`src/core/pin_ctl_pkg.sv`:
```
// constants for the pin drive mode control block
// assumes one apb slave, 32-bit data, one port of eight pins
package pin_ctl_pkg;
  localparam int NPINS = 8;
  localparam int DM_W = 3;
  localparam int AW = 12;
  // port-wide register byte offsets
  localparam logic [11:0] OFS_DM0 = 12'h000;
  localparam logic [11:0] OFS_DM1 = 12'h004;
  localparam logic [11:0] OFS_DM2 = 12'h008;
  localparam logic [11:0] OFS_DR = 12'h00C;
  localparam logic [11:0] OFS_PS = 12'h010;
  localparam logic [11:0] OFS_HWSEL = 12'h014;
  localparam logic [11:0] OFS_INEN = 12'h018;
  localparam logic [11:0] OFS_IRQ_RISE = 12'h01C;
  localparam logic [11:0] OFS_IRQ_FALL = 12'h020;
  localparam logic [11:0] OFS_IRQ_STAT = 12'h024;
  localparam logic [11:0] OFS_RST_DM0 = 12'h028;
  localparam logic [11:0] OFS_RST_DM1 = 12'h02C;
  localparam logic [11:0] OFS_RST_DM2 = 12'h030;
  localparam logic [11:0] OFS_RST_DR = 12'h034;
  localparam logic [11:0] OFS_MISC = 12'h038;
  localparam logic [11:0] OFS_PIN_BASE = 12'h040;
  // misc register fields
  localparam int MISC_USB_MODE = 0;
  localparam int MISC_REG_HI = 1;
  localparam int MISC_USB0 = 8;
  // pin-form register fields
  localparam int PF_DR = 0;
  localparam int PF_PS = 1;
  localparam int PF_DM_LO = 2;
  localparam int PF_HWSEL = 5;
  localparam int PF_IRQ_R = 6;
  localparam int PF_IRQ_F = 7;
  // reset values
  localparam logic [2:0] DM_RESET = 3'h0;
  localparam logic [31:0] RDATA_ZERO = 32'h0000_0000;
  // drive mode codes
  localparam logic [2:0] DM_HIZ_ANALOG = 3'h0;
  localparam logic [2:0] DM_HIZ_DIGITAL = 3'h1;
  localparam logic [2:0] DM_RES_UP = 3'h2;
  localparam logic [2:0] DM_RES_DOWN = 3'h3;
  localparam logic [2:0] DM_OD_LOW = 3'h4;
  localparam logic [2:0] DM_OD_HIGH = 3'h5;
  localparam logic [2:0] DM_STRONG = 3'h6;
  localparam logic [2:0] DM_RES_BOTH = 3'h7;
endpackage

```
`src/core/pin_drive_mode_control.sv`:
```
// one eight-pin port: drive modes, data, pin state, edge interrupts
// plus two usb-capable pins; registers over apb, one wait state
// assumes pad inputs are synchronous to pclk
//
// Notes on behaviour
// - three-bit drive mode per pin
// - mode 0 analog hi-z reset default
// - mode 1 hi-z, input buffer on
// - modes 2,3 resistive up/down plus strong
// - mode 4 open drain drives low
// - mode 5 open drain drives high
// - mode 6 strong, mode 7 resistive both
// - output from system or data register
// - pin state always; system input gated
// - separate pin state and output registers
// - port form and pin form share bits
// - reset state programmable by user
// - per-pin edge interrupt, one per port
// - no port pin pulls while regulated level used; usb pin pull-up not affected
// - usb pin drive enable gives strong
// - usb pin low strong, high pulled/hi-z
// - usb mode ignores usb drive bits
// - port writes leave usb bits alone
`timescale 1ns/1ns
module pin_drive_mode_control
  import pin_ctl_pkg::*;
#(
  parameter int PINS = NPINS
)
(
  input wire logic pclk,
  input wire logic presetn,
  input wire logic psel,
  input wire logic penable,
  input wire logic pwrite,
  input wire logic [11:0] paddr,
  input wire logic [31:0] pwdata,
  output logic [31:0] prdata,
  output logic pready,
  output logic pslverr,
  input wire logic [PINS-1:0] pad_in,
  input wire logic [PINS-1:0] sys_out,
  input wire logic [1:0] usb_pad_in,
  output logic [PINS-1:0] pad_strong_hi,
  output logic [PINS-1:0] pad_strong_lo,
  output logic [PINS-1:0] pad_res_hi,
  output logic [PINS-1:0] pad_res_lo,
  output logic [PINS-1:0] pad_in_en,
  output logic [PINS-1:0] sys_in,
  output logic [1:0] usb_strong_hi,
  output logic [1:0] usb_strong_lo,
  output logic [1:0] usb_res_hi,
  output logic port_irq
);
  initial
  begin
    if (PINS != NPINS)
      $error("pin_drive_mode_control serves eight pins only");
  end

  ////////////////////////////////////////////////////////////////////////
  // register state

  // port_drive_mode_reg as three planes
  logic [PINS-1:0] dm0_ff, dm1_ff, dm2_ff;
  // port_output_data_reg
  logic [PINS-1:0] dr_ff;
  // pin_state_reg
  logic [PINS-1:0] ps_ff;
  // hw_output_select per pin
  logic [PINS-1:0] hwsel_ff;
  // digital input terminal connect
  logic [PINS-1:0] inen_ff;
  // edge enables and sticky status
  logic [PINS-1:0] rise_ff, fall_ff, stat_ff;
  // user reset image, loaded on the first edge after reset release
  // power-up value only: presetn leaves the image alone
  logic [PINS-1:0] rdm0_ff = 8'h00, rdm1_ff = 8'h00;
  logic [PINS-1:0] rdm2_ff = 8'h00, rdr_ff = 8'h00;
  // restore pulse after reset release
  logic boot_ff;
  // usb mode, regulated level, usb pin bits
  logic usb_mode_ff, reg_hi_ff;
  logic [1:0] usb_de_ff, usb_pu_ff, usb_dr_ff;

  ////////////////////////////////////////////////////////////////////////
  // bus decode

  // writes land only at the edge that completes the access phase
  wire wr = psel & penable & pwrite & pready;
  wire rd = psel & penable & ~pwrite;
  wire pin_hit = paddr[11:5] == OFS_PIN_BASE[11:5] && paddr[1:0] == 2'b00;
  wire [2:0] pin_idx = paddr[4:2];
  wire known = pin_hit | (paddr <= OFS_MISC && paddr[1:0] == 2'b00);
  wire [7:0] wb = pwdata[7:0];

  // one-hot write strobe for a port-form offset
  function automatic logic hit(input logic [11:0] a, input logic [11:0] o);
    hit = a == o;
  endfunction

  wire [PINS-1:0] pin_sel = pin_hit ? (8'h01 << pin_idx) : 8'h00;

  // merge port-form and pin-form writes onto one bit
  function automatic logic [7:0] merge(input logic [7:0] cur,
    input logic port_w, input logic [7:0] sel, input logic bitv,
    input logic pin_w);
    logic [7:0] r;
    r = cur;
    if (port_w)
      r = wb;
    if (pin_w)
      r = (r & ~sel) | (sel & {8{bitv}});
    merge = r;
  endfunction

  wire pw = wr & pin_hit;
  wire [7:0] nxt_dm0 = merge(dm0_ff, wr & hit(paddr, OFS_DM0), pin_sel,
    pwdata[PF_DM_LO], pw);
  wire [7:0] nxt_dm1 = merge(dm1_ff, wr & hit(paddr, OFS_DM1), pin_sel,
    pwdata[PF_DM_LO+1], pw);
  wire [7:0] nxt_dm2 = merge(dm2_ff, wr & hit(paddr, OFS_DM2), pin_sel,
    pwdata[PF_DM_LO+2], pw);
  wire [7:0] nxt_dr = merge(dr_ff, wr & hit(paddr, OFS_DR), pin_sel,
    pwdata[PF_DR], pw);
  wire [7:0] nxt_hwsel = merge(hwsel_ff, wr & hit(paddr, OFS_HWSEL),
    pin_sel, pwdata[PF_HWSEL], pw);
  wire [7:0] nxt_rise = merge(rise_ff, wr & hit(paddr, OFS_IRQ_RISE),
    pin_sel, pwdata[PF_IRQ_R], pw);
  wire [7:0] nxt_fall = merge(fall_ff, wr & hit(paddr, OFS_IRQ_FALL),
    pin_sel, pwdata[PF_IRQ_F], pw);

  ////////////////////////////////////////////////////////////////////////
  // edge detection

  // pin state follows pad every cycle
  wire [PINS-1:0] nxt_ps = pad_in;
  wire [PINS-1:0] edge_ev = (pad_in & ~ps_ff & rise_ff)
    | (~pad_in & ps_ff & fall_ff);
  // status write-one-to-clear; set wins over clear
  wire [PINS-1:0] stat_clr = (wr & hit(paddr, OFS_IRQ_STAT)) ? wb : 8'h00;
  wire [PINS-1:0] nxt_stat = (stat_ff & ~stat_clr) | edge_ev;

  ////////////////////////////////////////////////////////////////////////
  // registers

  // control bits update at the write edge
  always_ff @(posedge pclk or negedge presetn)
  begin
    if (!presetn)
    begin
      dm0_ff <= 8'h00;
      dm1_ff <= 8'h00;
      dm2_ff <= 8'h00;
      dr_ff <= 8'h00;
      hwsel_ff <= 8'h00;
      rise_ff <= 8'h00;
      fall_ff <= 8'h00;
    end
    else if (boot_ff)
    begin
      dm0_ff <= rdm0_ff;
      dm1_ff <= rdm1_ff;
      dm2_ff <= rdm2_ff;
      dr_ff <= rdr_ff;
    end
    else
    begin
      dm0_ff <= nxt_dm0;
      dm1_ff <= nxt_dm1;
      dm2_ff <= nxt_dm2;
      dr_ff <= nxt_dr;
      hwsel_ff <= nxt_hwsel;
      rise_ff <= nxt_rise;
      fall_ff <= nxt_fall;
    end
  end

  // reset image survives presetn so software picks the reset state
  // limitation: only power-up returns it to analog hi-z
  always_ff @(posedge pclk)
  begin
    if (wr && hit(paddr, OFS_RST_DM0))
      rdm0_ff <= wb;
    if (wr && hit(paddr, OFS_RST_DM1))
      rdm1_ff <= wb;
    if (wr && hit(paddr, OFS_RST_DM2))
      rdm2_ff <= wb;
    if (wr && hit(paddr, OFS_RST_DR))
      rdr_ff <= wb;
  end

  // restore pulse on the first edge after reset release
  always_ff @(posedge pclk or negedge presetn)
  begin
    if (!presetn)
      boot_ff <= 1'b1;
    else
      boot_ff <= 1'b0;
  end

  // input side, status, misc
  always_ff @(posedge pclk or negedge presetn)
  begin
    if (!presetn)
    begin
      ps_ff <= 8'h00;
      stat_ff <= 8'h00;
      inen_ff <= 8'h00;
      usb_mode_ff <= 1'b0;
      reg_hi_ff <= 1'b0;
      usb_de_ff <= 2'h0;
      usb_pu_ff <= 2'h0;
      usb_dr_ff <= 2'h0;
    end
    else
    begin
      ps_ff <= nxt_ps;
      stat_ff <= nxt_stat;
      if (wr && hit(paddr, OFS_INEN))
        inen_ff <= wb;
      // usb bits only via misc register
      if (wr && hit(paddr, OFS_MISC))
      begin
        usb_mode_ff <= pwdata[MISC_USB_MODE];
        reg_hi_ff <= pwdata[MISC_REG_HI];
        usb_de_ff <= pwdata[MISC_USB0+1:MISC_USB0];
        usb_pu_ff <= pwdata[MISC_USB0+3:MISC_USB0+2];
        usb_dr_ff <= pwdata[MISC_USB0+5:MISC_USB0+4];
      end
    end
  end

  ////////////////////////////////////////////////////////////////////////
  // read mux

  // pin state read apart from data
  wire [7:0] port_rd =
    hit(paddr, OFS_DM0) ? dm0_ff :
    hit(paddr, OFS_DM1) ? dm1_ff :
    hit(paddr, OFS_DM2) ? dm2_ff :
    hit(paddr, OFS_DR) ? dr_ff :
    hit(paddr, OFS_PS) ? ps_ff :
    hit(paddr, OFS_HWSEL) ? hwsel_ff :
    hit(paddr, OFS_INEN) ? inen_ff :
    hit(paddr, OFS_IRQ_RISE) ? rise_ff :
    hit(paddr, OFS_IRQ_FALL) ? fall_ff :
    hit(paddr, OFS_IRQ_STAT) ? stat_ff :
    hit(paddr, OFS_RST_DM0) ? rdm0_ff :
    hit(paddr, OFS_RST_DM1) ? rdm1_ff :
    hit(paddr, OFS_RST_DM2) ? rdm2_ff :
    hit(paddr, OFS_RST_DR) ? rdr_ff : 8'h00;
  // pin form gathers one pin's bits
  wire [7:0] pin_rd = {fall_ff[pin_idx], rise_ff[pin_idx],
    hwsel_ff[pin_idx], dm2_ff[pin_idx], dm1_ff[pin_idx], dm0_ff[pin_idx],
    ps_ff[pin_idx], dr_ff[pin_idx]};
  wire [31:0] misc_rd = {16'h0000, usb_pad_in, usb_dr_ff, usb_pu_ff,
    usb_de_ff, 6'h00, reg_hi_ff, usb_mode_ff};
  wire [31:0] nxt_prdata = !rd ? RDATA_ZERO :
    pin_hit ? {24'h000000, pin_rd} :
    hit(paddr, OFS_MISC) ? misc_rd : {24'h000000, port_rd};

  // apb answer registered: ready one cycle into access phase
  always_ff @(posedge pclk or negedge presetn)
  begin
    if (!presetn)
    begin
      prdata <= 32'h0000_0000;
      pready <= 1'b0;
      pslverr <= 1'b0;
    end
    else
    begin
      pready <= psel & penable & ~pready;
      pslverr <= psel & penable & ~pready & ~known;
      prdata <= nxt_prdata;
    end
  end

  ////////////////////////////////////////////////////////////////////////
  // pad control

  wire [PINS-1:0] out_val = (hwsel_ff & sys_out) | (~hwsel_ff & dr_ff);
  logic [PINS-1:0] sh, sl, rh, rl, ie;

  genvar g;
  generate
    for (g = 0; g < PINS; g++)
    begin : g_pin
      drive_decode u_dec (
        .drive_mode_bits({dm2_ff[g], dm1_ff[g], dm0_ff[g]}),
        .data(out_val[g]),
        .reg_hi(reg_hi_ff),
        .strong_hi(sh[g]),
        .strong_lo(sl[g]),
        .res_hi(rh[g]),
        .res_lo(rl[g]),
        .in_en(ie[g])
      );
    end
    for (g = 0; g < 2; g++)
    begin : g_usb
      logic ush, usl, urh;
      usb_drive u_usb (
        .usb_pin_drive_enable(usb_de_ff[g]),
        .usb_pin_pullup_enable(usb_pu_ff[g]),
        .usb_pin_output_data(usb_dr_ff[g]),
        .usb_mode(usb_mode_ff),
        .strong_hi(ush),
        .strong_lo(usl),
        .res_hi(urh)
      );
      always_ff @(posedge pclk or negedge presetn)
      begin
        if (!presetn)
        begin
          usb_strong_hi[g] <= 1'b0;
          usb_strong_lo[g] <= 1'b0;
          usb_res_hi[g] <= 1'b0;
        end
        else
        begin
          usb_strong_hi[g] <= ush;
          usb_strong_lo[g] <= usl;
          usb_res_hi[g] <= urh;
        end
      end
    end
  endgenerate

  // pad outputs registered so each comes from a flip-flop
  always_ff @(posedge pclk or negedge presetn)
  begin
    if (!presetn)
    begin
      pad_strong_hi <= 8'h00;
      pad_strong_lo <= 8'h00;
      pad_res_hi <= 8'h00;
      pad_res_lo <= 8'h00;
      pad_in_en <= 8'h00;
      sys_in <= 8'h00;
      port_irq <= 1'b0;
    end
    else
    begin
      pad_strong_hi <= sh;
      pad_strong_lo <= sl;
      pad_res_hi <= rh;
      pad_res_lo <= rl;
      pad_in_en <= ie;
      sys_in <= ps_ff & ie & inen_ff;
      port_irq <= |nxt_stat;
    end
  end
endmodule

```
`src/core/drive_decode.sv`:
```
// one pin's drive decoder: mode and data to pad controls
// assumes the caller registers the outputs
`timescale 1ns/1ns
module drive_decode
  import pin_ctl_pkg::*;
(
  input wire logic [2:0] drive_mode_bits,
  input wire logic data,
  input wire logic reg_hi,
  output logic strong_hi,
  output logic strong_lo,
  output logic res_hi,
  output logic res_lo,
  output logic in_en
);
  // resistive pulls removed while regulated output level is in use
  logic rh;
  logic rl;
  always_comb
  begin
    strong_hi = 1'b0;
    strong_lo = 1'b0;
    rh = 1'b0;
    rl = 1'b0;
    in_en = 1'b1;
    unique case (drive_mode_bits)
      DM_HIZ_ANALOG: in_en = 1'b0;
      DM_HIZ_DIGITAL: in_en = 1'b1;
      DM_RES_UP:
      begin
        rh = data;
        strong_lo = ~data;
      end
      DM_RES_DOWN:
      begin
        strong_hi = data;
        rl = ~data;
      end
      DM_OD_LOW: strong_lo = ~data;
      DM_OD_HIGH: strong_hi = data;
      DM_STRONG:
      begin
        strong_hi = data;
        strong_lo = ~data;
      end
      DM_RES_BOTH:
      begin
        rh = data;
        rl = ~data;
      end
    endcase
  end
  assign res_hi = rh & ~reg_hi;
  assign res_lo = rl & ~reg_hi;
endmodule

```
`src/core/usb_drive.sv`:
```
// drive decoder for one usb-capable pin in i/o mode
// assumes usb mode pad control comes from the usb core
`timescale 1ns/1ns
module usb_drive
(
  input wire logic usb_pin_drive_enable,
  input wire logic usb_pin_pullup_enable,
  input wire logic usb_pin_output_data,
  input wire logic usb_mode,
  output logic strong_hi,
  output logic strong_lo,
  output logic res_hi
);
  wire io_mode = ~usb_mode;
  assign strong_hi = io_mode & usb_pin_drive_enable & usb_pin_output_data;
  assign strong_lo = io_mode & ~usb_pin_output_data;
  assign res_hi = io_mode & ~usb_pin_drive_enable & usb_pin_pullup_enable
    & usb_pin_output_data;
endmodule

```
`config.mk`:
```
export PLATFORM = sky130hd
export DESIGN_NAME = pin_drive_mode_control
export DESIGN_NICKNAME = d
export VERILOG_FILES = /design/src/core/pin_ctl_pkg.sv /design/src/core/pin_drive_mode_control.sv /design/src/core/drive_decode.sv /design/src/core/usb_drive.sv
export SDC_FILE = /design/constraint.sdc
export NUM_CORES = 1
export LEC_CHECK = 0
export ABC_CLOCK_PERIOD_IN_PS = 2400
export BUFFER_PORTS_ARGS = -buffer_cell sky130_fd_sc_hd__buf_2
export CORE_UTILIZATION = 50
export DETAILED_ROUTE_END_ITERATION = 8
export HOLD_SLACK_MARGIN = 0.15
export PLACE_DENSITY = 0.74
export REMOVE_ABC_BUFFERS = 1
export SLEW_MARGIN = 20
export SYNTH_ARGS = -nofsm -noshare
export SYNTH_HDL_FRONTEND = slang
export SYNTH_HIERARCHICAL = 1
export SYNTH_SLANG_ARGS = --single-unit
```
`constraint.sdc`:
```
create_clock -name pclk -period 2.4 [get_ports pclk]
set_input_delay 0.48 -clock pclk [delete_from_list [all_inputs] [get_ports pclk]]
set_output_delay 0.48 -clock pclk [all_outputs]
set_load 0.02 [all_outputs]
```
[Word-level counts from Yosys, hierarchy flattened]
Cells that the tools add are included.
Storage, ports and cells
  word-level logic and storage cells: 345
  register bits: 194
  input bits: 67
Operators by class
  shift-type cells: 1
  reductions and logical operators: 51
  bitwise gates (word level): 99
  multiplexer cells: 93
  order comparisons: 2
  equal/unequal tests: 63
Operators with widths (count)
  $mux 8: 34
  $and 8x8->8: 23
  $eq 3x3->1 const B: 32
  $eq 12x6->1 const B: 7
  $or 8x8->8: 10
  $eq 12x5->1 const B: 4
  $eq 3x2->1 const B: 16
  $mux 1: 48
  $mux 16: 3
  $reduce_or 3->1: 16
  $and 1x1->1: 43
  $not 8->8: 5
  $reduce_or 2->1: 16
  $bmux 1 s3: 8
  $eq 12x4->1 const B: 2
  $logic_not 3->1: 8
  $not 1->1: 17
  $eq 12x3->1 const B: 1
  $le 12x6->1 const B: 1
  $logic_not 12->1: 1
  $logic_and 1x1->1: 8
  $reduce_or 8->1: 1
  $shl 1x3->8 const A: 1
  $eq 7x2->1 const B: 1
  other kinds (3): 3

[Logic depth before layout (Yosys ltp)]
Gate-level depths: netlist of the first run.
  word-level depth: 18
  depth in mapped cells: 8
  gate-level depth less buffers: 5

[Cells and area by module]
Netlist of the first run, hierarchy kept.
Modules (own cells, without submodules)
  pin_drive_mode_control: cells each 919, instances 1, area each 9806.9 sq um
  drive_decode: cells each 10, instances 8, area each 72.6 sq um
  usb_drive: cells each 3, instances 2, area each 26.3 sq um

[Worst setup path after synthesis of the first run]
No wires, ideal clock.
  path type: input to register
  from: input paddr[9]
  to: register fall_ff[7]
  data required time: 2275 ps
  arrival: 2486 ps
  buffers on the path: 3
  library setup time: 125 ps
  stages: 8
  slack: -210 ps
  cells stage by stage: or4_4 -> buf_6 -> or4_4 -> buf_6 -> or2_1 -> buf_6 -> a21oi_2 -> mux2_2
On the way
  longest elaborated chain between the ends: 7
RTL lines
  from (decl): line pin_drive_mode_control.sv:36  | input wire logic [11:0] paddr,
  parallel branches: the longest is 6 deep, another holds $eq 12x6->1
  $mux 8 (*): line pin_drive_mode_control.sv:112  | if (pin_w)
  to (signal assigned): line pin_drive_mode_control.sv:175  | fall_ff <= nxt_fall;
  to (decl): line pin_drive_mode_control.sv:75  | logic [PINS-1:0] rise_ff, fall_ff, stat_ff;
Mark *: on every way between the ends.
A chain may end at the register's enable or synchronous reset.

[Final worst setup path of the first run]
  from: input paddr[4]
  to: register prdata[3]
On the way
  longest elaborated chain between the ends: 18
RTL lines
  $eq 12x6->1: line pin_drive_mode_control.sv:99  | hit = a == o;
  $mux 8: line pin_drive_mode_control.sv:252  | hit(paddr, OFS_RST_DR) ? rdr_ff : 8'h00;
  $mux 8: line pin_drive_mode_control.sv:251  | hit(paddr, OFS_RST_DM2) ? rdm2_ff :
  $mux 8: line pin_drive_mode_control.sv:250  | hit(paddr, OFS_RST_DM1) ? rdm1_ff :
  $mux 8: line pin_drive_mode_control.sv:249  | hit(paddr, OFS_RST_DM0) ? rdm0_ff :
  $mux 8: line pin_drive_mode_control.sv:248  | hit(paddr, OFS_IRQ_STAT) ? stat_ff :
  $mux 8: line pin_drive_mode_control.sv:247  | hit(paddr, OFS_IRQ_FALL) ? fall_ff :
  $mux 8: line pin_drive_mode_control.sv:246  | hit(paddr, OFS_IRQ_RISE) ? rise_ff :
  [... 3 more ...]
  $mux 8: line pin_drive_mode_control.sv:242  | hit(paddr, OFS_DR) ? dr_ff :
  $mux 8: line pin_drive_mode_control.sv:241  | hit(paddr, OFS_DM2) ? dm2_ff :
  $mux 8: line pin_drive_mode_control.sv:240  | hit(paddr, OFS_DM1) ? dm1_ff :
  $mux 8: line pin_drive_mode_control.sv:239  | hit(paddr, OFS_DM0) ? dm0_ff :
  $mux 16: line pin_drive_mode_control.sv:261  | hit(paddr, OFS_MISC) ? misc_rd : {24'h000000, port_rd};
  $mux 16 (*): line pin_drive_mode_control.sv:260  | pin_hit ? {24'h000000, pin_rd} :
  $mux 16 (*): line pin_drive_mode_control.sv:259  | wire [31:0] nxt_prdata = !rd ? RDATA_ZERO :
  net nxt_prdata[3]: line pin_drive_mode_control.sv:259
  to (signal assigned): line pin_drive_mode_control.sv:276  | prdata <= nxt_prdata;
  to (decl): line pin_drive_mode_control.sv:38  | output logic [31:0] prdata,
The timed path passes the listed nets; every way through them passes the cells marked *. The select of a mux whose other input is x is not followed.

==> report_table.html, run 1 <==
<table>
<tr><th>Metric</th><th>Value</th></tr>
<tr><th colspan="2">Routing</th></tr>
<tr><td>DR pass1 iterations</td><td>7</td></tr>
<tr><td>Total wire length</td><td>40000 um</td></tr>
<tr><td>DR vias/cell</td><td>6.40</td></tr>
<tr><td>Remaining routing DRC violations</td><td>0</td></tr>
<tr><td>Total number of vias</td><td>9943</td></tr>
<tr><td>Average wire per standard cell</td><td>25.7 um</td></tr>
<tr><td>Iteration-0 DRC Markers</td><td>1232</td></tr>
<tr><td>Count of nets left with antenna violations after detail routing</td><td>0</td></tr>
<tr><th colspan="2">Hold path</th></tr>
<tr><td>Hold Path Class</td><td>in2reg</td></tr>
<tr><td>Worst hold path depth</td><td>1</td></tr>
<tr><th colspan="2">Placed design</th></tr>
<tr><td>Total cell area at the placement stage</td><td>12700 um^2</td></tr>
<tr><td>RePlAce Congestion</td><td>1.04</td></tr>
<tr><td>IO buf count</td><td>121</td></tr>
<tr><td>Detailed placement HPWL</td><td>30700 um</td></tr>
<tr><td>Cell Count Post-Placement</td><td>1521</td></tr>
<tr><td>Dpl ws</td><td>-0.286 ns</td></tr>
<tr><th colspan="2">Worst setup path</th></tr>
<tr><td>Depth of the worst register-to-register path</td><td>8</td></tr>
<tr><td>Sort of element at the end of the critical path</td><td>register</td></tr>
<tr><td>CP dominant cell by count</td><td>sky130_fd_sc_hd__buf_4</td></tr>
<tr><td>Worst Path Class, Setup</td><td>in2reg</td></tr>
<tr><td>Worst EP arrival</td><td>2.58 ns</td></tr>
<tr><td>Category of the worst setup path launch point</td><td>input pin</td></tr>
<tr><td>Cell-by-cell listing of the critical path</td><td>buf_2 -&gt; buf_4 -&gt; nor2b_1 -&gt; buf_4 -&gt; o21ai_0 -&gt; a311oi_1 -&gt; a2111oi_0 -&gt; a31oi_1</td></tr>
<tr><td>Required time reported for the critical path endpoint</td><td>2.72 ns</td></tr>
<tr><td>Slowest cell on the critical path</td><td>sky130_fd_sc_hd__nor2b_1</td></tr>
<tr><td>Reg2Reg Setup Slack</td><td>0.14 ns</td></tr>
<tr><td>Slowest cell delay on critical path</td><td>0.62 ns</td></tr>
<tr><td>Worst-path maximum fanout</td><td>10</td></tr>
<tr><th colspan="2">Floorplan</th></tr>
<tr><td>Die area</td><td>21500 um^2</td></tr>
<tr><td>Standard-cell row count</td><td>52</td></tr>
<tr><td>Starting utilization of the core area</td><td>51.3%</td></tr>
<tr><td>Die Span X</td><td>147 um</td></tr>
<tr><td>Core outline area</td><td>20400 um^2</td></tr>
<tr><td>Vert. Die Dim</td><td>147 um</td></tr>
<tr><td>Number of primary I/O pins</td><td>156</td></tr>
<tr><th colspan="2">Run status</th></tr>
<tr><td>Result of the run</td><td>finished clean</td></tr>
<tr><th colspan="2">Timing</th></tr>
<tr><td>Final worst path period need</td><td>2.27 ns</td></tr>
<tr><td>Final count of pins violating max slew</td><td>0</td></tr>
<tr><td>Fraction of the cycle the final worst path needs</td><td>94.5%</td></tr>
<tr><td>Timing-limited maximum frequency</td><td>441 MHz</td></tr>
<tr><td>Final Setup Violations</td><td>0</td></tr>
<tr><td>Slew at the pin with the worst max-slew slack</td><td>0.783 ns</td></tr>
<tr><td>Setup TNS</td><td>0 ns</td></tr>
<tr><td>Final worst setup slack</td><td>0.133 ns</td></tr>
<tr><td>Worst max-slew margin expressed relative to the limit</td><td>47.7%</td></tr>
<tr><td>Hold Fails Final Rpt</td><td>0</td></tr>
<tr><td>Worst-case clock skew</td><td>0.0134 ns</td></tr>
<tr><th colspan="2">Clock tree</th></tr>
<tr><td>Clk root buf</td><td>sky130_fd_sc_hd__clkbuf_16</td></tr>
<tr><td>Insertion delay of the later-clocked pin in the worst-skew pair</td><td>0.44 ns</td></tr>
<tr><td>Clk pin slew, worst setup/hold paths</td><td>0.08 ns</td></tr>
<tr><td>Post-CTS setup-driven buffer insertion count</td><td>0</td></tr>
<tr><td>CTS tree</td><td>done</td></tr>
<tr><td># clock sinks</td><td>194</td></tr>
<tr><td>Number of clock buffers inserted by TritonCTS</td><td>17</td></tr>
<tr><td>Maximum number of buffers from clock root to sink</td><td>2</td></tr>
<tr><td>H-Tree Depth</td><td>4</td></tr>
<tr><th colspan="2">Layout</th></tr>
<tr><td>Share of post-route cells with drive strength above 1</td><td>32.4%</td></tr>
<tr><td>Seq. cell area</td><td>5020 um^2</td></tr>
<tr><td>Post-Layout Cell Count</td><td>1554</td></tr>
<tr><td>Largest register FFs</td><td>16</td></tr>
<tr><td>Most frequent standard cell in the layout excluding fill and tap cells</td><td>sky130_fd_sc_hd__buf_4</td></tr>
<tr><td>N_diodes</td><td>0</td></tr>
<tr><td>Syn-to-layout area delta</td><td>26.8%</td></tr>
<tr><td>Area used by multi-input combinational logic</td><td>5050 um^2</td></tr>
<tr><td>Final std cell area, no fill</td><td>13200 um^2</td></tr>
<tr><td>Layout net count</td><td>1338</td></tr>
<tr><td>Most frequent cells in the layout</td><td>sky130_fd_sc_hd__buf_4, sky130_fd_sc_hd__dfrtp_1, sky130_fd_sc_hd__buf_2</td></tr>
<tr><td>Filler cells</td><td>1695</td></tr>
<tr><td>Largest register by flop count</td><td>prdata</td></tr>
<tr><th colspan="2">Global routing</th></tr>
<tr><td>Initial antenna violation count</td><td>1</td></tr>
<tr><td>Vias in the first global route</td><td>9581</td></tr>
<tr><td>Global route overflow</td><td>0</td></tr>
<tr><td>Met2 usage in global routing</td><td>56.6%</td></tr>
<tr><td>M1 GR Usage</td><td>53.3%</td></tr>
<tr><td>GR met3 Demand/Resource</td><td>10.3%</td></tr>
<tr><td>Global router's overall resource usage</td><td>38.0%</td></tr>
<tr><td>Wire length of the first global-routing pass</td><td>59600 um</td></tr>
<tr><td>Largest net degree at the start of global routing</td><td>110</td></tr>
<tr><td>Global route hottest layer</td><td>met2</td></tr>
<tr><th colspan="2">Power</th></tr>
<tr><td>Leakage power total</td><td>5.97 nW</td></tr>
<tr><td>Power density over the cells</td><td>547 nW/um^2</td></tr>
<tr><td>Largest voltage drop on the vdd net</td><td>447 uV</td></tr>
<tr><td>Final total power</td><td>0.00724 W</td></tr>
<tr><td>Switching share of power</td><td>28.0%</td></tr>
<tr><td>Proportion of power drawn by combinational gates</td><td>13.2%</td></tr>
<tr><td>Clk pwr share</td><td>38.5%</td></tr>
<tr><td>Int Power</td><td>0.00521 W</td></tr>
<tr><td>Net Switching</td><td>0.00203 W</td></tr>
<tr><td>Relative contribution of sequential cells to total power</td><td>48.3%</td></tr>
<tr><th colspan="2">Logic synthesis</th></tr>
<tr><td>Yosys cell types</td><td>77</td></tr>
<tr><td>Count of warnings emitted by yosys</td><td>6</td></tr>
<tr><td>Sequential-to-total area share from yosys stat</td><td>48.0%</td></tr>
<tr><td>Area of the mapped netlist</td><td>10400 um^2</td></tr>
<tr><td>Mean instance size in the synthesized netlist</td><td>10.4 um^2</td></tr>
<tr><td>Post-synth EDFFs</td><td>32</td></tr>
<tr><td>Predominant post-synthesis flop cell</td><td>sky130_fd_sc_hd__dfrtp_1</td></tr>
<tr><td>Number of register bits inferred by synthesis</td><td>194</td></tr>
<tr><td>Proportion of register bits with asynchronous set or reset after synthesis</td><td>83.5%</td></tr>
<tr><td>Cell count after synthesis</td><td>1005</td></tr>
<tr><th colspan="2">Flow run</th></tr>
<tr><td>Reported max-cap violation count</td><td>0</td></tr>
</table>
worst max-delay path: cells and delay by family:
kind / cells / cell delay (ns)
simple gates: 1 / 0.62
compound gates: 4 / 0.85
buf+inv: 3 / 0.62
synthesized netlist by cell type, types with 7 or more instances:
cell type                   count  share of area, %
sky130_fd_sc_hd__nor4b_1        8              0.67
sky130_fd_sc_hd__mux4_2        17               3.7
sky130_fd_sc_hd__a2bb2oi_1     12               1.0
sky130_fd_sc_hd__buf_4         17               1.2
sky130_fd_sc_hd__xor2_1         8              0.67
sky130_fd_sc_hd__and3b_1       15               1.3
sky130_fd_sc_hd__buf_1          8              0.29
sky130_fd_sc_hd__a21boi_0      18               1.3
sky130_fd_sc_hd__a211oi_2       8              0.96
sky130_fd_sc_hd__xnor2_1        8              0.67
sky130_fd_sc_hd__edfxtp_1      32               9.2
sky130_fd_sc_hd__nand2_1       83               3.0
sky130_fd_sc_hd__and3_1        19               1.1
sky130_fd_sc_hd__o22ai_1       13              0.78
sky130_fd_sc_hd__nor2b_1        7              0.42
sky130_fd_sc_hd__or3_1         14              0.84
sky130_fd_sc_hd__and2_1         8              0.48
sky130_fd_sc_hd__nand3_1       18              0.86
sky130_fd_sc_hd__clkbuf_1      51               1.8
sky130_fd_sc_hd__a21oi_1       59               2.8
sky130_fd_sc_hd__nor2_1        89               3.2
sky130_fd_sc_hd__o31ai_1       28               2.0
sky130_fd_sc_hd__mux2_2        27               2.9
sky130_fd_sc_hd__dfrtp_1      161                39
sky130_fd_sc_hd__nor4bb_1       8              0.77
sky130_fd_sc_hd__inv_1         13              0.47
sky130_fd_sc_hd__o22a_1        33               2.8
sky130_fd_sc_hd__nor3_1        25               1.2
sky130_fd_sc_hd__mux2i_1       17               1.6
sky130_fd_sc_hd__o21ai_0       28               1.3
sky130_fd_sc_hd__a31oi_1       10              0.60
sky130_fd_sc_hd__a211oi_1      36               2.6
what timing repair did:
item,in CTS,in global routing
endpoints found under the hold margin,51,0
hold buffers,1,0
endpoints found under the setup margin,0,1
resized for setup,0,1
metrics by stage:
step / utilization (%) / hold WS (ns)
after floorplan: - / 0.184
after global placement: 62.2 / 0.452
after detailed placement: 62.2 / 0.474
after CTS: 65.0 / 0.160
after global routing: 65.0 / 0.163
final: 65.0 / 0.164
path summary, 6_finish.rpt:
path                                          start                          to
setup / recovery                           paddr[4]         prdata[3]$_DFF_PN0_
min in group asynchronous                   presetn         sys_in[0]$_DFF_PN0_
hold / removal                            pad_in[4]          ps_ff[4]$_DFF_PN0_
max in group asynchronous                   presetn           boot_ff$_DFF_PN1_
setup reg to reg                   pready$_DFF_PN0_          port_irq$_DFF_PN0_
hold reg to reg            usb_dr_ff[1]$_DFFE_PN0P_  usb_strong_lo[1]$_DFF_PN0_
routing by layer:
metal	up-vias	share of wire (%)
met1	4835	41
met5	-	0.030
met3	116	11
met2	671	44
li1	4319	-
met4	2	3.6
cell type report:
cell class	count	area share [%]
repair buffers	313	16.8
multi-input cells	730	38.1
inverters	15	0.425
well taps	270	2.55
clock buffers	20	3.46
clock inverters	12	0.822
flip-flops and latches	194	37.9
cell families after synthesis:
| logic type | count (synthesis) | synth area share (%) |
|---|---|---|
| buffers and inverters | 97 | 4.35 |
| DFF | 194 | 48.0 |
| other | 1 | 0.0359 |
| AOI/OAI and AO/OA | 299 | 20.6 |
| and+or+nand+nor | 337 | 17.4 |
| muxes | 61 | 8.21 |
| xor gates and xnor gates | 16 | 1.34 |
power groups by stage:
stage                     Combinational [W]  Clock, W  Sequential (W)
after floorplan                    0.000329         0         0.00360
after global placement             0.000921         0         0.00356
after detailed placement           0.000931         0         0.00356
after CTS                          0.000935   0.00282         0.00349
after global routing                0.00101   0.00295         0.00350
final                              0.000954   0.00279         0.00350
Note: power is estimated with default switching activity, not from simulation.
==> run 2: changes to the inputs <==
--- a/config.mk
+++ b/config.mk
@@ -11,7 +11,6 @@
 export DETAILED_ROUTE_END_ITERATION = 8
 export HOLD_SLACK_MARGIN = 0.15
 export PLACE_DENSITY = 0.74
-export REMOVE_ABC_BUFFERS = 1
 export SLEW_MARGIN = 20
 export SYNTH_ARGS = -nofsm -noshare
 export SYNTH_HDL_FRONTEND = slang
==> report_table.html, run 2 (synthesis gave the netlist of run 1 again) <==
<table>
<tr><th>Metric</th><th>Value</th></tr>
<tr><th colspan="2">Timing</th></tr>
<tr><td>Setup TNS</td><td>0 ns</td></tr>
<tr><td>Worst max-slew margin expressed relative to the limit</td><td>54.6%</td></tr>
<tr><td>Fraction of the cycle the final worst path needs</td><td>97.6%</td></tr>
<tr><td>Hold Fails Final Rpt</td><td>0</td></tr>
<tr><td>Final count of pins violating max slew</td><td>0</td></tr>
<tr><td>Final worst setup slack</td><td>0.0583 ns</td></tr>
<tr><td>Final worst path period need</td><td>2.34 ns</td></tr>
<tr><td>Worst-case clock skew</td><td>0.0137 ns</td></tr>
<tr><td>Timing-limited maximum frequency</td><td>427 MHz</td></tr>
<tr><td>Slew at the pin with the worst max-slew slack</td><td>0.681 ns</td></tr>
<tr><td>Final Setup Violations</td><td>0</td></tr>
<tr><th colspan="2">Layout</th></tr>
<tr><td>Largest register FFs</td><td>16</td></tr>
<tr><td>Share of post-route cells with drive strength above 1</td><td>33.0%</td></tr>
<tr><td>Filler cells</td><td>1686</td></tr>
<tr><td>Layout net count</td><td>1350</td></tr>
<tr><td>Most frequent standard cell in the layout excluding fill and tap cells</td><td>sky130_fd_sc_hd__buf_4</td></tr>
<tr><td>Most frequent cells in the layout</td><td>sky130_fd_sc_hd__buf_4, sky130_fd_sc_hd__dfrtp_1, sky130_fd_sc_hd__buf_2</td></tr>
<tr><td>Largest register by flop count</td><td>prdata</td></tr>
<tr><td>Syn-to-layout area delta</td><td>27.1%</td></tr>
<tr><th colspan="2">Power</th></tr>
<tr><td>Clk pwr share</td><td>38.3%</td></tr>
<tr><td>Net Switching</td><td>0.00210 W</td></tr>
<tr><td>Proportion of power drawn by combinational gates</td><td>13.0%</td></tr>
<tr><td>Final total power</td><td>0.00725 W</td></tr>
<tr><td>Power density over the cells</td><td>547 nW/um^2</td></tr>
<tr><td>Switching share of power</td><td>29.0%</td></tr>
<tr><td>Largest voltage drop on the vdd net</td><td>441 uV</td></tr>
<tr><td>Int Power</td><td>0.00515 W</td></tr>
<tr><td>Leakage power total</td><td>5.99 nW</td></tr>
<tr><td>Relative contribution of sequential cells to total power</td><td>48.7%</td></tr>
<tr><th colspan="2">Floorplan</th></tr>
<tr><td>Number of primary I/O pins</td><td>156</td></tr>
<tr><td>Vert. Die Dim</td><td>147 um</td></tr>
<tr><td>Starting utilization of the core area</td><td>51.3%</td></tr>
<tr><td>Die Span X</td><td>147 um</td></tr>
<tr><td>Standard-cell row count</td><td>52</td></tr>
<tr><td>Core outline area</td><td>20400 um^2</td></tr>
<tr><td>Die area</td><td>21500 um^2</td></tr>
<tr><th colspan="2">Clock tree</th></tr>
<tr><td>Post-CTS setup-driven buffer insertion count</td><td>0</td></tr>
<tr><td>Number of clock buffers inserted by TritonCTS</td><td>17</td></tr>
<tr><td>Clk root buf</td><td>sky130_fd_sc_hd__clkbuf_16</td></tr>
<tr><td>CTS tree</td><td>done</td></tr>
<tr><td>H-Tree Depth</td><td>4</td></tr>
<tr><td>Clk pin slew, worst setup/hold paths</td><td>0.08 ns</td></tr>
<tr><td># clock sinks</td><td>194</td></tr>
<tr><td>Maximum number of buffers from clock root to sink</td><td>2</td></tr>
<tr><td>Insertion delay of the later-clocked pin in the worst-skew pair</td><td>0.45 ns</td></tr>
<tr><th colspan="2">Routing</th></tr>
<tr><td>DR pass1 iterations</td><td>5</td></tr>
<tr><td>Remaining routing DRC violations</td><td>0</td></tr>
<tr><td>DR vias/cell</td><td>6.42</td></tr>
<tr><td>Average wire per standard cell</td><td>26.6 um</td></tr>
<tr><td>Total number of vias</td><td>10056</td></tr>
<tr><td>Total wire length</td><td>41700 um</td></tr>
<tr><td>Iteration-0 DRC Markers</td><td>1132</td></tr>
<tr><td>Count of nets left with antenna violations after detail routing</td><td>0</td></tr>
<tr><th colspan="2">Hold path</th></tr>
<tr><td>Hold Startpoint</td><td>pad_in[2]</td></tr>
<tr><td>Hold Path Class</td><td>in2reg</td></tr>
<tr><th colspan="2">Worst setup path</th></tr>
<tr><td>Required time reported for the critical path endpoint</td><td>2.71 ns</td></tr>
<tr><td>Sort of element at the end of the critical path</td><td>register</td></tr>
<tr><td>Slowest cell on the critical path</td><td>sky130_fd_sc_hd__a2111oi_1</td></tr>
<tr><td>Slowest cell delay on critical path</td><td>0.52 ns</td></tr>
<tr><td>Cell-by-cell listing of the critical path</td><td>nand4_1 -&gt; buf_4 -&gt; nor4_2 -&gt; buf_4 -&gt; nand3_1 -&gt; a2111oi_1 -&gt; nand4bb_1</td></tr>
<tr><td>Worst-path maximum fanout</td><td>5</td></tr>
<tr><td>Buffers &amp; Inverters on Critical Path</td><td>2</td></tr>
<tr><td>Worst Path Class, Setup</td><td>reg2reg</td></tr>
<tr><td>CP dominant cell by count</td><td>sky130_fd_sc_hd__buf_4</td></tr>
<tr><td>Category of the worst setup path launch point</td><td>register</td></tr>
<tr><td>Beginning of the worst register-to-register path</td><td>pready$_DFF_PN0_</td></tr>
<tr><td>Worst EP arrival</td><td>2.65 ns</td></tr>
<tr><td>CP delay by family, top</td><td>simple AND/OR/NAND/NOR gates</td></tr>
<tr><td>Startpoint of the worst setup timing path</td><td>pready$_DFF_PN0_</td></tr>
<tr><th colspan="2">Global routing</th></tr>
<tr><td>Largest net degree at the start of global routing</td><td>55</td></tr>
<tr><td>Vias in the first global route</td><td>9710</td></tr>
<tr><td>Global router's overall resource usage</td><td>40.0%</td></tr>
<tr><td>Wire length of the first global-routing pass</td><td>62000 um</td></tr>
<tr><td>Initial antenna violation count</td><td>0</td></tr>
<tr><td>Global route overflow</td><td>0</td></tr>
<tr><th colspan="2">Placed design</th></tr>
<tr><td>RePlAce Congestion</td><td>1.05</td></tr>
<tr><td>Dpl ws</td><td>-0.193 ns</td></tr>
<tr><td>IO buf count</td><td>121</td></tr>
<tr><td>Detailed placement HPWL</td><td>31700 um</td></tr>
<tr><th colspan="2">Run status</th></tr>
<tr><td>Result of the run</td><td>finished clean</td></tr>
<tr><th colspan="2">Flow run</th></tr>
<tr><td>Reported max-cap violation count</td><td>0</td></tr>
</table>
==> run 2: area by class of cell <==
type                            instances  area (um^2)  share of cell area (%)
Antenna cell                            1         2.50                  0.0189
Clock buffer                           19          433                    3.26
Clock inverter                         13          118                   0.887
Inverter                               15         56.3                   0.424
Multi-Input combinational cell        730         5050                    38.1
Sequential cell                       194         5020                    37.8
Tap cell                              270          338                    2.55
Timing Repair Buffer                  325         2250                    16.9
==> run 2: power groups by stage <==
stage                     combinational (W)  clock (W)  sequential [W]
after CTS                          0.000924    0.00278         0.00352
after detailed placement           0.000917          0         0.00359
after floorplan                    0.000443          0         0.00358
final                              0.000946    0.00278         0.00353
after global routing                0.00100    0.00291         0.00353
after global placement             0.000907          0         0.00359
==> run 2: stage by stage <==
step	hold WS (ns)	cells	util, %	cell area, um^2
finish	0.169	1567	65.1	13300
CTS	0.160	1566	65.1	13300
detailed placement	0.454	1532	62.3	12700
floorplan	0.184	1021	-	10500
global route	0.163	1566	65.1	13300
global placement	0.449	1532	62.3	12700
==> run 2: final timing paths <==
check | to | slack (ns) | depth (start not counted)
worst max-delay path | port_irq$_DFF_PN0_ | 0.06 | 7
worst min-delay path | ps_ff[2]$_DFF_PN0_ | 0.17 | 1
worst max register to register | port_irq$_DFF_PN0_ | 0.06 | 7
worst min register to register | usb_strong_lo[1]$_DFF_PN0_ | 0.49 | 1
max in group asynchronous | boot_ff$_DFF_PN1_ | 1.19 | 3
min in group asynchronous | dr_ff[3]$_DFF_PN0_ | 0.54 | 2
==> run 2: repair_timing <==
item / CTS / global route
endpoints found under the hold margin: 37 / 0
hold buffers: 2 / 0
resized for setup: 0 / 2
setup endpoints to repair: 0 / 2
==> run 2: per-layer routing <==
metal  global-route usage, %  share of wire (%)
met1                    54.4                 40
met3                    11.4                 11
met4                    20.9                5.1
met5                       0                  0
met2                    58.0                 43
==> run 3: changes to the inputs <==
--- a/config.mk
+++ b/config.mk
@@ -8,11 +8,11 @@
 export ABC_CLOCK_PERIOD_IN_PS = 2400
 export BUFFER_PORTS_ARGS = -buffer_cell sky130_fd_sc_hd__buf_2
 export CORE_UTILIZATION = 50
+export CTS_CLUSTER_SIZE = 30
 export DETAILED_ROUTE_END_ITERATION = 8
 export HOLD_SLACK_MARGIN = 0.15
 export PLACE_DENSITY = 0.74
 export SLEW_MARGIN = 20
 export SYNTH_ARGS = -nofsm -noshare
 export SYNTH_HDL_FRONTEND = slang
-export SYNTH_HIERARCHICAL = 1
 export SYNTH_SLANG_ARGS = --single-unit
==> report_table.html, run 3 <==
<table>
<tr><th>Metric</th><th>Value</th></tr>
<tr><th colspan="2">Timing</th></tr>
<tr><td>Final-layout worst hold slack</td><td>0.168 ns</td></tr>
<tr><td>Final worst setup slack</td><td>0.0936 ns</td></tr>
<tr><td>Fraction of the cycle the final worst path needs</td><td>96.1%</td></tr>
<tr><td>Worst max-slew margin expressed relative to the limit</td><td>58.1%</td></tr>
<tr><td>Slew at the pin with the worst max-slew slack</td><td>0.629 ns</td></tr>
<tr><td>Hold Fails Final Rpt</td><td>0</td></tr>
<tr><td>Worst-case clock skew</td><td>0.0121 ns</td></tr>
<tr><td>Final count of pins violating max slew</td><td>0</td></tr>
<tr><td>Final worst path period need</td><td>2.31 ns</td></tr>
<tr><td>Timing-limited maximum frequency</td><td>434 MHz</td></tr>
<tr><td>RSZ-0062 raised after global routing</td><td>false</td></tr>
<tr><td>Final Setup Violations</td><td>0</td></tr>
<tr><th colspan="2">Logic synthesis</th></tr>
<tr><td>Most frequent cells after synthesis</td><td>sky130_fd_sc_hd__dfrtp_1, sky130_fd_sc_hd__nor2_1, sky130_fd_sc_hd__clkbuf_1, sky130_fd_sc_hd__nand2_1, sky130_fd_sc_hd__mux2i_1</td></tr>
<tr><td>Post-synth EDFFs</td><td>32</td></tr>
<tr><td>Cell type with the largest total area after synthesis</td><td>sky130_fd_sc_hd__dfrtp_1</td></tr>
<tr><td>Yosys cell types</td><td>70</td></tr>
<tr><td>Mean instance size in the synthesized netlist</td><td>10.5 um^2</td></tr>
<tr><td>Cell count after synthesis</td><td>984</td></tr>
<tr><td>Proportion of register bits with asynchronous set or reset after synthesis</td><td>83.5%</td></tr>
<tr><td>Number of register bits inferred by synthesis</td><td>194</td></tr>
<tr><td>Area of the mapped netlist</td><td>10400 um^2</td></tr>
<tr><td>Most area-consuming cells after synthesis</td><td>sky130_fd_sc_hd__dfrtp_1, sky130_fd_sc_hd__edfxtp_1, sky130_fd_sc_hd__mux2i_1</td></tr>
<tr><td>Count of warnings emitted by yosys</td><td>0</td></tr>
<tr><td>Area share of the largest cell type after synthesis</td><td>38.9%</td></tr>
<tr><td>Sequential-to-total area share from yosys stat</td><td>48.4%</td></tr>
<tr><td>Predominant post-synthesis flop cell</td><td>sky130_fd_sc_hd__dfrtp_1</td></tr>
<tr><td>Most used standard cell by instance count after synthesis</td><td>sky130_fd_sc_hd__dfrtp_1</td></tr>
<tr><th colspan="2">Clock tree</th></tr>
<tr><td>Insertion delay of the later-clocked pin in the worst-skew pair</td><td>0.45 ns</td></tr>
<tr><td>Number of clock buffers inserted by TritonCTS</td><td>17</td></tr>
<tr><td>Maximum number of buffers from clock root to sink</td><td>2</td></tr>
<tr><td>CTS tree</td><td>done</td></tr>
<tr><td># clock sinks</td><td>194</td></tr>
<tr><td>Clk root buf</td><td>sky130_fd_sc_hd__clkbuf_16</td></tr>
<tr><td>Clk pin slew, worst setup/hold paths</td><td>0.08 ns</td></tr>
<tr><td>H-Tree Depth</td><td>4</td></tr>
<tr><th colspan="2">Power</th></tr>
<tr><td>Largest voltage drop on the vdd net</td><td>470 uV</td></tr>
<tr><td>Leakage power total</td><td>5.99 nW</td></tr>
<tr><td>Final total power</td><td>0.00744 W</td></tr>
<tr><td>Power density over the cells</td><td>571 nW/um^2</td></tr>
<tr><th colspan="2">Routing</th></tr>
<tr><td>DR pass1 iterations</td><td>6</td></tr>
<tr><td>Remaining routing DRC violations</td><td>0</td></tr>
<tr><td>Count of nets left with antenna violations after detail routing</td><td>0</td></tr>
<tr><td>Highest Signal Layer</td><td>met4</td></tr>
<tr><td>Total wire length</td><td>38200 um</td></tr>
<tr><td>Met2 routed WL</td><td>17100 um</td></tr>
<tr><td>Total number of vias</td><td>9485</td></tr>
<tr><td>Average wire per standard cell</td><td>25.6 um</td></tr>
<tr><td>Detail Route met3 WL</td><td>3380 um</td></tr>
<tr><td>Iteration-0 DRC Markers</td><td>1207</td></tr>
<tr><td>DR vias/cell</td><td>6.35</td></tr>
<tr><td>Met1 wire length</td><td>15300 um</td></tr>
<tr><th colspan="2">Layout</th></tr>
<tr><td>Share of post-route cells with drive strength above 1</td><td>31.9%</td></tr>
<tr><td>Syn-to-layout area delta</td><td>25.8%</td></tr>
<tr><td>Post-Layout Cell Count</td><td>1493</td></tr>
<tr><td>Layout net count</td><td>1277</td></tr>
<tr><td>Most frequent standard cell in the layout excluding fill and tap cells</td><td>sky130_fd_sc_hd__dfrtp_1</td></tr>
<tr><td>Largest register FFs</td><td>16</td></tr>
<tr><td>N_diodes</td><td>0</td></tr>
<tr><td>Most frequent cells in the layout</td><td>sky130_fd_sc_hd__dfrtp_1, sky130_fd_sc_hd__buf_4, sky130_fd_sc_hd__buf_2</td></tr>
<tr><td>Largest register by flop count</td><td>prdata</td></tr>
<tr><th colspan="2">Placed design</th></tr>
<tr><td>Dpl ws</td><td>-0.568 ns</td></tr>
<tr><td>Cell Count Post-Placement</td><td>1460</td></tr>
<tr><td>Detailed placement HPWL</td><td>28200 um</td></tr>
<tr><td>IO buf count</td><td>121</td></tr>
<tr><td>RePlAce Congestion</td><td>1.01</td></tr>
<tr><th colspan="2">Floorplan</th></tr>
<tr><td>Core outline area</td><td>20300 um^2</td></tr>
<tr><td>Die Span X</td><td>146 um</td></tr>
<tr><td>Vert. Die Dim</td><td>146 um</td></tr>
<tr><td>Starting utilization of the core area</td><td>51.0%</td></tr>
<tr><td>Die area</td><td>21300 um^2</td></tr>
<tr><td>Number of primary I/O pins</td><td>156</td></tr>
<tr><td>Standard-cell row count</td><td>52</td></tr>
<tr><th colspan="2">Hold path</th></tr>
<tr><td>Hold Path Class</td><td>in2reg</td></tr>
<tr><td>Worst hold path depth</td><td>1</td></tr>
<tr><th colspan="2">Worst setup path</th></tr>
<tr><td>Worst-path maximum fanout</td><td>4</td></tr>
<tr><td>Worst EP arrival</td><td>2.69 ns</td></tr>
<tr><td>Worst Path Class, Setup</td><td>in2reg</td></tr>
<tr><td>Depth of the worst register-to-register path</td><td>7</td></tr>
<tr><td>Category of the worst setup path launch point</td><td>input pin</td></tr>
<tr><td>Sort of element at the end of the critical path</td><td>register</td></tr>
<tr><td>Required time reported for the critical path endpoint</td><td>2.79 ns</td></tr>
<tr><th colspan="2">Run status</th></tr>
<tr><td>Result of the run</td><td>finished clean</td></tr>
<tr><th colspan="2">Global routing</th></tr>
<tr><td>Largest net degree at the start of global routing</td><td>51</td></tr>
<tr><td>Initial antenna violation count</td><td>0</td></tr>
<tr><td>Global router's overall resource usage</td><td>36.9%</td></tr>
<tr><td>Wire length of the first global-routing pass</td><td>57400 um</td></tr>
<tr><td>Vias in the first global route</td><td>9156</td></tr>
<tr><td>Global route overflow</td><td>0</td></tr>
<tr><th colspan="2">Flow run</th></tr>
<tr><td>Reported max-cap violation count</td><td>0</td></tr>
</table>
run 3: worst paths after layout:
check	startpoint	endpoint	slack, ns
max in group asynchronous	presetn	dm1_ff[7]$_DFF_PN0_	1.16
max	paddr[8]	prdata[7]$_DFF_PN0_	0.09
min in group asynchronous	presetn	pad_strong_hi[3]$_DFF_PN0_	0.57
min	pad_in[4]	ps_ff[4]$_DFF_PN0_	0.17
min reg2reg	usb_dr_ff[1]$_DFFE_PN0P_	usb_strong_lo[1]$_DFF_PN0_	0.48
max reg2reg	pready$_DFF_PN0_	port_irq$_DFF_PN0_	0.20
run 3: metrics by stage:
| stage | setup TNS, ns | instance area (um^2) | util [%] |
|---|---|---|---|
| finish | 0 | 13000 | 64.2 |
| global route | 0 | 13000 | 64.2 |
| CTS | 0 | 13000 | 64.2 |
| detailed placement | -16.16 | 12400 | 61.1 |
| global placement | -15.57 | 12400 | 61.1 |
| floorplan | -2.43 | 10500 | - |
run 3: what timing repair did:
| action | 4_1_cts | 5_1_grt |
|---|---|---|
| resized for setup | 2 | 2 |
| hold endpoints to repair | 46 | 0 |
| setup endpoints to repair | 1 | 3 |
| hold buffers | 1 | 0 |
| setup buffers | 0 | 0 |
run 3: routing by layer:
layer  global-route usage [%]  up-vias
met5                        0        -
met4                     21.5        0
met3                     6.02      141
met2                     56.6      639
met1                     49.6     4600
li1                         -     4105
run 3: cell families after synthesis:
family / Yosys count / synth area share, %
compound gates: 257 / 17.4
xor+xnor: 15 / 1.27
buf+inv: 110 / 4.75
flops: 194 / 48.4
mux: 99 / 11.9
other cells: 1 / 0.0362
simple gates: 308 / 16.2
run 3: report_power, final:
| group | switching [W] | internal [W] | total, W |
|---|---|---|---|
| clock | 0.00146 | 0.00155 | 0.00301 |
| combinational | 0.000541 | 0.000340 | 0.000881 |
| sequential | 0.000125 | 0.00342 | 0.00354 |
| total | 0.00213 | 0.00531 | 0.00744 |
run 3: layout make-up:
cell class              count  area (um^2)
clock buffers              18          450
repair buffers            292         2070
inverters                   9         33.8
flip-flops and latches    194         5020
well taps                 270          338
clock inverters            14          168
fillers                  1694         7260
multi-input cells         696         4960
run 3: critical path: stages:
cell                        delay (ns)
sky130_fd_sc_hd__buf_2            0.11
sky130_fd_sc_hd__or4_4            0.59
sky130_fd_sc_hd__buf_4            0.18
sky130_fd_sc_hd__nor2_1           0.25
sky130_fd_sc_hd__and3_2           0.31
sky130_fd_sc_hd__buf_4            0.12
sky130_fd_sc_hd__a31oi_1          0.08
sky130_fd_sc_hd__a2111oi_2        0.39
sky130_fd_sc_hd__buf_4            0.18
